[src/dmr_pkg.sv]
// Package of constants for the DDR2 mode-register capture block
package dmr_pkg;
	// Bank selectors for mode writes
	localparam logic [2:0] BA_MAIN = 3'h0;
	localparam logic [2:0] BA_EXT1 = 3'h1;
	localparam logic [2:0] BA_EXT2 = 3'h2;
	localparam logic [2:0] BA_EXT3 = 3'h3;
	// Main register field positions
	localparam int MR_BL_LO = 0;
	localparam int MR_BT = 3;
	localparam int MR_CL_LO = 4;
	localparam int MR_TM = 7;
	localparam int MR_DLLRST = 8;
	localparam int MR_WR_LO = 9;
	// Extended register one field positions
	localparam int E1_DLLDIS = 0;
	localparam int E1_RDS = 1;
	localparam int E1_RTT0 = 2;
	localparam int E1_AL_LO = 3;
	localparam int E1_RTT1 = 6;
	localparam int E1_CAL_LO = 7;
	localparam int E1_STRDIS = 10;
	localparam int E1_RSVD = 11;
	// Burst length codes
	localparam logic [2:0] BL_FOUR = 3'h2;
	localparam logic [2:0] BL_EIGHT = 3'h3;
	// Calibration control codes
	localparam logic [2:0] CAL_EXIT = 3'h0;
	localparam logic [2:0] CAL_DEFAULT = 3'h7;
	// DLL lock time in link clocks
	localparam int DLL_LOCK_CLK = 200;
	localparam logic [7:0] DLL_LOCK_CNT = 8'(DLL_LOCK_CLK);
	// Software register byte offsets
	localparam logic [7:0] OFS_MAIN = 8'h00;
	localparam logic [7:0] OFS_EXT1 = 8'h04;
	localparam logic [7:0] OFS_STAT = 8'h08;
	localparam logic [7:0] OFS_CTRL = 8'h0C;
endpackage

[src/dmr_burst_order.sv]
// Burst column order generator
`timescale 1ns/1ps
module dmr_burst_order (
	input wire logic [2:0] start_col,
	input wire logic interleave,
	input wire logic [2:0] beat,
	output logic [2:0] col
);
	// Sequential wraps in group of four; interleave XORs the beat
	always_comb begin
		if (interleave) begin
			col = start_col ^ beat;
		end else begin
			col = {start_col[2] ^ beat[2], 2'(start_col[1:0] + beat[1:0])};
		end
	end
endmodule

[src/dmr_top.sv]
// Device-side command decoder holding main and extended register one
//
// The implementer's own choices: the AXI4-Lite register port and the register addresses.
`timescale 1ns/1ps
module dmr_top (
	input wire logic ref_clk,
	input wire logic sys_rst,
	input wire logic link_clk,
	input wire logic cke,
	input wire logic cs_n,
	input wire logic ras_n,
	input wire logic cas_n,
	input wire logic we_n,
	input wire logic [2:0] ba,
	input wire logic [15:0] addr,
	input wire logic [2:0] burst_start,
	input wire logic [2:0] burst_beat,
	input wire logic s_axi_awvalid,
	output logic s_axi_awready,
	input wire logic [31:0] s_axi_awaddr,
	input wire logic s_axi_wvalid,
	output logic s_axi_wready,
	input wire logic [31:0] s_axi_wdata,
	input wire logic [3:0] s_axi_wstrb,
	output logic s_axi_bvalid,
	input wire logic s_axi_bready,
	output logic [1:0] s_axi_bresp,
	input wire logic s_axi_arvalid,
	output logic s_axi_arready,
	input wire logic [31:0] s_axi_araddr,
	output logic s_axi_rvalid,
	input wire logic s_axi_rready,
	output logic [31:0] s_axi_rdata,
	output logic [1:0] s_axi_rresp,
	output logic [2:0] burst_col,
	output logic dll_locked,
	output logic strobe_comp_en
);
	////////////////////////////////////////////////////////////////////
	// Input synchronisers, two flops each
	logic [24:0] s1_r;
	logic [24:0] s2_r;
	always_ff @(posedge ref_clk or posedge sys_rst) begin
		if (sys_rst) begin
			s1_r <= '0;
			s2_r <= '0;
		end else begin
			s1_r <= {link_clk, cke, cs_n, ras_n, cas_n, we_n, ba, addr};
			s2_r <= s1_r;
		end
	end
	logic lclk_q;
	logic cke_q;
	logic [3:0] cmd_q;
	logic [2:0] ba_q;
	logic [15:0] addr_q;
	assign {lclk_q, cke_q, cmd_q, ba_q, addr_q} = s2_r;

	// Edge finder and previous CKE sample
	logic lclk_d_r;
	logic cke_prev_r;
	logic rise;
	assign rise = lclk_q & ~lclk_d_r;
	always_ff @(posedge ref_clk or posedge sys_rst) begin
		if (sys_rst) begin
			lclk_d_r <= 1'b0;
			cke_prev_r <= 1'b0;
		end else begin
			lclk_d_r <= lclk_q;
			if (rise) begin
				cke_prev_r <= cke_q;
			end
		end
	end

	// Mode write: all strobes low, CKE high now and before
	logic mode_wr;
	assign mode_wr = rise & cke_q & cke_prev_r & (cmd_q == 4'h0);

	////////////////////////////////////////////////////////////////////
	// Mode registers, undefined until written (reset to zero here)
	logic [12:0] main_r;
	logic [12:0] ext1_r;
	logic main_valid_r;
	logic ext1_valid_r;
	always_ff @(posedge ref_clk or posedge sys_rst) begin
		if (sys_rst) begin
			main_r <= '0;
			ext1_r <= '0;
			main_valid_r <= 1'b0;
			ext1_valid_r <= 1'b0;
		end else if (mode_wr) begin
			case (ba_q)
				dmr_pkg::BA_MAIN: begin
					main_r <= addr_q[12:0];
					main_valid_r <= 1'b1;
				end
				dmr_pkg::BA_EXT1: begin
					ext1_r <= addr_q[12:0];
					ext1_valid_r <= 1'b1;
				end
				// Registers two and three: accepted, fields not kept
				dmr_pkg::BA_EXT2, dmr_pkg::BA_EXT3: ;
				default: ;
			endcase
		end
	end

	////////////////////////////////////////////////////////////////////
	// Field decode
	logic [2:0] bl_f;
	logic bt_f;
	logic [2:0] cl_f;
	logic [2:0] wr_f;
	logic [2:0] al_f;
	logic [2:0] cal_f;
	logic dll_dis_f;
	assign bl_f = main_r[dmr_pkg::MR_BL_LO +: 3];
	assign bt_f = main_r[dmr_pkg::MR_BT];
	assign cl_f = main_r[dmr_pkg::MR_CL_LO +: 3];
	assign wr_f = main_r[dmr_pkg::MR_WR_LO +: 3];
	assign al_f = ext1_r[dmr_pkg::E1_AL_LO +: 3];
	assign cal_f = ext1_r[dmr_pkg::E1_CAL_LO +: 3];
	assign dll_dis_f = ext1_r[dmr_pkg::E1_DLLDIS];

	// Event: DLL enable or DLL reset both restart locking
	logic dll_restart;
	assign dll_restart = mode_wr & (
		((ba_q == dmr_pkg::BA_EXT1) & ~addr_q[dmr_pkg::E1_DLLDIS]) |
		((ba_q == dmr_pkg::BA_MAIN) & addr_q[dmr_pkg::MR_DLLRST]));

	////////////////////////////////////////////////////////////////////
	// DLL lock counter in link clocks
	logic [7:0] lock_cnt_r;
	always_ff @(posedge ref_clk or posedge sys_rst) begin
		if (sys_rst) begin
			lock_cnt_r <= '0;
			dll_locked <= 1'b0;
		end else if (dll_restart) begin
			lock_cnt_r <= dmr_pkg::DLL_LOCK_CNT;
			dll_locked <= 1'b0;
		end else if (rise && lock_cnt_r != 8'h00) begin
			lock_cnt_r <= 8'(lock_cnt_r - 8'h01);
		end else begin
			dll_locked <= (lock_cnt_r == 8'h00) & ext1_valid_r & ~dll_dis_f;
		end
	end

	// Complementary strobe only when not disabled
	always_ff @(posedge ref_clk or posedge sys_rst) begin
		if (sys_rst) begin
			strobe_comp_en <= 1'b0;
		end else begin
			strobe_comp_en <= ext1_valid_r & ~ext1_r[dmr_pkg::E1_STRDIS];
		end
	end

	////////////////////////////////////////////////////////////////////
	// Burst order, registered
	logic [2:0] col_c;
	dmr_burst_order u_order (
		.start_col(bl_f == dmr_pkg::BL_FOUR ? {1'b0, burst_start[1:0]}
			: burst_start),
		.interleave(bt_f),
		.beat(bl_f == dmr_pkg::BL_FOUR ? {1'b0, burst_beat[1:0]}
			: burst_beat),
		.col(col_c)
	);
	always_ff @(posedge ref_clk or posedge sys_rst) begin
		if (sys_rst) begin
			burst_col <= '0;
		end else begin
			burst_col <= col_c;
		end
	end

	////////////////////////////////////////////////////////////////////
	// Software control: sticky error clear
	logic err_r;
	logic err_set;
	// Reserved field misuse: test mode, nonzero write recovery, A11
	assign err_set = mode_wr & (
		((ba_q == dmr_pkg::BA_MAIN) & (addr_q[dmr_pkg::MR_TM] |
		(addr_q[dmr_pkg::MR_WR_LO +: 3] != 3'h0) | (addr_q[15:13] != 3'h0)))
		| ((ba_q == dmr_pkg::BA_EXT1)
		& addr_q[dmr_pkg::E1_RSVD]));

	////////////////////////////////////////////////////////////////////
	// AXI4-Lite write channel
	logic aw_got_r;
	logic w_got_r;
	logic [7:0] awa_r;
	logic [31:0] wd_r;
	always_ff @(posedge ref_clk or posedge sys_rst) begin
		if (sys_rst) begin
			aw_got_r <= 1'b0;
			w_got_r <= 1'b0;
			awa_r <= '0;
			wd_r <= '0;
			s_axi_awready <= 1'b0;
			s_axi_wready <= 1'b0;
			s_axi_bvalid <= 1'b0;
			s_axi_bresp <= 2'h0;
		end else begin
			s_axi_awready <= ~aw_got_r & ~s_axi_awready & ~s_axi_bvalid;
			s_axi_wready <= ~w_got_r & ~s_axi_wready & ~s_axi_bvalid;
			if (s_axi_awvalid && s_axi_awready) begin
				aw_got_r <= 1'b1;
				awa_r <= s_axi_awaddr[7:0];
			end
			if (s_axi_wvalid && s_axi_wready) begin
				w_got_r <= 1'b1;
				wd_r <= s_axi_wdata;
			end
			if (aw_got_r && w_got_r && !s_axi_bvalid) begin
				s_axi_bvalid <= 1'b1;
				s_axi_bresp <= (awa_r == dmr_pkg::OFS_CTRL) ? 2'h0 : 2'h2;
			end else if (s_axi_bvalid && s_axi_bready) begin
				s_axi_bvalid <= 1'b0;
				aw_got_r <= 1'b0;
				w_got_r <= 1'b0;
			end
		end
	end

	// Error flag: set wins over write-one-to-clear
	logic wr_clr;
	assign wr_clr = aw_got_r & w_got_r & ~s_axi_bvalid
		& (awa_r == dmr_pkg::OFS_CTRL) & wd_r[0];
	always_ff @(posedge ref_clk or posedge sys_rst) begin
		if (sys_rst) begin
			err_r <= 1'b0;
		end else if (err_set) begin
			err_r <= 1'b1;
		end else if (wr_clr) begin
			err_r <= 1'b0;
		end
	end

	////////////////////////////////////////////////////////////////////
	// AXI4-Lite read channel
	logic [31:0] rd_c;
	always_comb begin
		rd_c = 32'h0000_0000;
		// Only the low window decodes; anything above reads zero
		if (s_axi_araddr[31:8] == 24'h00_0000) begin
			case (s_axi_araddr[7:0])
				dmr_pkg::OFS_MAIN: rd_c = {19'h0, main_r};
				dmr_pkg::OFS_EXT1: rd_c = {19'h0, ext1_r};
				dmr_pkg::OFS_STAT: rd_c = {20'h0, cl_f, al_f, 2'h0, err_r,
					dll_locked, ext1_valid_r, main_valid_r};
				dmr_pkg::OFS_CTRL: rd_c = {16'h0, 1'b0, wr_f, cal_f, 6'h0,
					err_r, 2'h0};
				default: rd_c = 32'h0000_0000;
			endcase
		end
	end
	always_ff @(posedge ref_clk or posedge sys_rst) begin
		if (sys_rst) begin
			s_axi_arready <= 1'b0;
			s_axi_rvalid <= 1'b0;
			s_axi_rdata <= '0;
			s_axi_rresp <= 2'h0;
		end else begin
			s_axi_arready <= ~s_axi_arready & ~s_axi_rvalid & s_axi_arvalid;
			if (s_axi_arvalid && s_axi_arready) begin
				s_axi_rvalid <= 1'b1;
				s_axi_rdata <= rd_c;
				s_axi_rresp <= (s_axi_araddr > {24'h00_0000,
					dmr_pkg::OFS_CTRL}) ? 2'h2 : 2'h0;
			end else if (s_axi_rvalid && s_axi_rready) begin
				s_axi_rvalid <= 1'b0;
			end
		end
	end
endmodule

[config.mk]
export PLATFORM = sky130hd
export DESIGN_NAME = dmr_top
export DESIGN_NICKNAME = d
export VERILOG_FILES = /design/src/dmr_pkg.sv /design/src/dmr_burst_order.sv /design/src/dmr_top.sv
export SDC_FILE = /design/constraint.sdc
export NUM_CORES = 1
export LEC_CHECK = 0
export ABC_AREA = 1
export BUFFER_PORTS_ARGS = -buffer_cell sky130_fd_sc_hd__buf_2
export CORE_MARGIN = 3
export CORE_UTILIZATION = 54
export DETAILED_ROUTE_END_ITERATION = 12
export GPL_TIMING_DRIVEN = 0
export PLACE_DENSITY_LB_ADDON = 0.12
export SLEW_MARGIN = 30
export SYNTH_ARGS = -nofsm -noshare
export SYNTH_HDL_FRONTEND = slang
export SYNTH_HIERARCHICAL = 1
export SYNTH_SLANG_ARGS = --single-unit
[constraint.sdc]
create_clock -name ref_clk -period 6.23 [get_ports ref_clk]
set_input_delay 0.623 -clock ref_clk [delete_from_list [all_inputs] [get_ports ref_clk]]
set_output_delay 0.623 -clock ref_clk [all_outputs]
set_load 0.005 [all_outputs]
==> flow_summary.toml <==
[setup_path]
timing.reg2reg.setup_slack_ns = 4.70
timing.rr.start = "lock_cnt_r[0]"
timing.rr.end = "lock_cnt_r[6]"
crit_type = "register to primary output"
crit_family = "flip-flops"
path_depth = 1
crit_arrival_ns = 1.08
cp.buffers_inverters = 1
cp.required_ns = 5.61
crit_slowest_cell = "dfrtp_1"
path_cells = "buf_2"
cp_max_fo = 5
startpoint = "s_axi_bvalid"
cp-end-kind = "primary output"
crit_path_max_incr_delay_ns = 0.43
critPathCapture = "s_axi_bvalid"
cp-start-kind = "register"
reg2regPathDepth = 9

[clock_tree]
clk_path_buf_depth = 2
hold_buffers = 0
clkLatencyLatePin_ns = 0.51
clkTransAtPathRegs_ns = 0.06
cts_buffers = 17
cts_tree = "yes"
post-cts-setup-buffers = 0
cts.sinks = 127
clockRootBuffer = "clkbuf_8"
htree_levels = 4
ctsResizeCount = 0

[sta]
setup_viol = 0
timing.fmax_mhz = 586
whs_ns = 0.0928
hold_violations = 0
drv_slew = 0
finClkSkew_ns = 0.00595
finalSetupTns_ns = 0
period_share_pct = 27.4
period_needed_ns = 1.71
rsz0062_at_grt = "false"

[floorplanning]
die-area_mm2 = 0.0111
die_w_um = 105
ios = 184
die_h_um = 105
rows = 35
core_mm2 = 0.00942
initial_core_util_pct = 56.7

[routing]
drt_pre_antenna_iters = 4
drt-initial-drc-count = 226
vias = 4065
viasPerCell = 4.75
drc_errors = 0
wire_per_inst_um = 12.1
routed_wl_um = 10300
detail-route-antenna-nets = 0

[layout]
nNetsFinal = 856
fin_area_mm2 = 0.00676
area_growth_pct = 26.6
fill_cells = 749
layout-drive-gt1-share_pct = 29.3
fin_cells = 856
diodes = 0

[grt]
track_usage_pct = 19.9
grt_max_degree = 86
overflow = 0
antenna_found_initial = 0
grt_pass1_wl_um = 17800
first_global_vias = 4025

[logic_synthesis]
ys_dominant_reg_cell = "dfrtp_1"
synthCells = 572
syn_area_mm2 = 0.00534
seq_area_frac_synth_pct = 59.5
yosysMostFrequentCell = "nand2_1"
synth_top_area_share_pct = 59.5
synth_area_leaders = "dfrtp_1 (59%), nand2_1 (12%), nand3_1 (5.6%), inv_1 (4.1%), o21ai_2 (3.0%)"
async_reset_ff_share_pct = 100
yosys.area.top_type = "dfrtp_1"
synth_common_cells = "nand2_1 (177), dfrtp_1 (127), nand3_1 (60)"
synth_seq_cells = 127
ys_types = 31
avgSynthCellArea_um2 = 9.34
synth_warnings = 6
synth-edff-count = 0

[run_status]
status = "complete, no violations"

[place]
gp_congestion = 0.872
dpl_cell_area_mm2 = 0.00613
io_buffers = 105
dp_cells = 825
dp_hpwl_um = 7230

[power]
p_int_uw = 1730
power_switching_uw = 581
p_leak_uw = 0.00369
irDropWorstVdd_mv = 0.245
pwr-share-comb_pct = 12.6
seq_power_share_pct = 42.2
powerDensity_mw_per_mm2 = 342
clkPwrFrac_pct = 45.2
power.share.switching_pct = 25.1

[job]
drv_cap = 0

[min_path]
holdCritPathClass = "input pin to async pin"
[power groups by stage]
stage	sequential, µW	clock [µW]	combinational (µW)
floorplan	977	0	212
global placement	985	0	277
detailed placement	987	0	294
CTS	975	1060	295
global route	989	1100	341
finish	976	1050	291
[flip-flops by register name, summed over array words and instances (netlist names), 3 cells and up]
| register | flops |
|---|---|
| s1_r | 25 |
| s2_r | 25 |
| s_axi_rdata | 15 |
| ext1_r | 13 |
| main_r | 13 |
| awa_r | 8 |
| lock_cnt_r | 8 |
| burst_col | 3 |
[worst min-delay path by stage]
stage,from,to,slack [ns],cells past startpoint
after floorplan,s1_r[0],s2_r[0],0.33,0
after global placement,s1_r[2],s2_r[2],0.33,0
after detailed placement,s1_r[13],s2_r[13],0.33,0
after CTS,sys_rst,s1_r[24],0.1,2
after global routing,sys_rst,s1_r[24],0.10,2
final,sys_rst,s1_r[24],0.09,2
[worst register-to-register path, stage by stage (launching register included)]
cell	delay [ns]
dfrtp_1	0.36
inv_1	0.14
ha_1	0.18
nand3_1	0.09
nor2_2	0.22
nor2_4	0.09
inv_2	0.13
nand2_2	0.10
nand2_1	0.08
nand2_1	0.04
[through the flow]
stage / total power, µW / setup slack, ns / utilization (%)
after global routing: 2430 / 4.48 / 71.8
after floorplan: 1190 / 2.22 / -
after global placement: 1260 / 1.05 / 64.7
after CTS: 2330 / 4.52 / 71.8
after detailed placement: 1280 / 4.49 / 65.1
final: 2310 / 4.52 / 71.8
[routing by layer]
metal	GRT usage, %	vias up	part of all wire [%]
met2	34.0	137	50
met3	4.41	13	6.1
met4	8.06	0	1.5
li1	-	2032	-
met1	24.6	1883	42
met5	0	-	0
[cell usage in the layout, fill, tap and decap left out, drive strengths merged]
master,netlist,final
o21ai,30,30
dfrtp,127,127
nand3b,3,3
clkbuf,2,20
bufinv,0,5
conb,1,19
a21oi,2,2
clkinvlp,0,2
and2,1,1
a31oi,2,2
mux2,1,1
nor3,6,6
clkinv,1,6
xor2,5,5
ha,3,3
buf,30,136
nand2,184,184
nand4,1,1
or3b,1,1
nor2,45,45
xnor2,1,1
nand3,62,62
inv,64,65
[logic make-up after synthesis]
kind of cell,share of synthesized area [%]
AOI/OAI and AO/OA,4.50
other,0.0702
muxes,0.211
xor gates and xnor gates,0.984
buffers and inverters,9.39
DFF,59.5
adders and majority gates,0.703
and+or+nand+nor,24.6
[cell type report]
type                            count  area [µm²]  area share, %
Tap cell                          129         161           2.39
Clock buffer                       18         418           6.18
Timing Repair Buffer              106         553           8.18
Clock inverter                     13         214           3.16
Sequential cell                   127        3180           47.0
Buffer                             32         258           3.81
Multi-Input combinational cell    366        1730           25.6
Inverter                           65         251           3.72
Power figures use the tool's default switching activity.
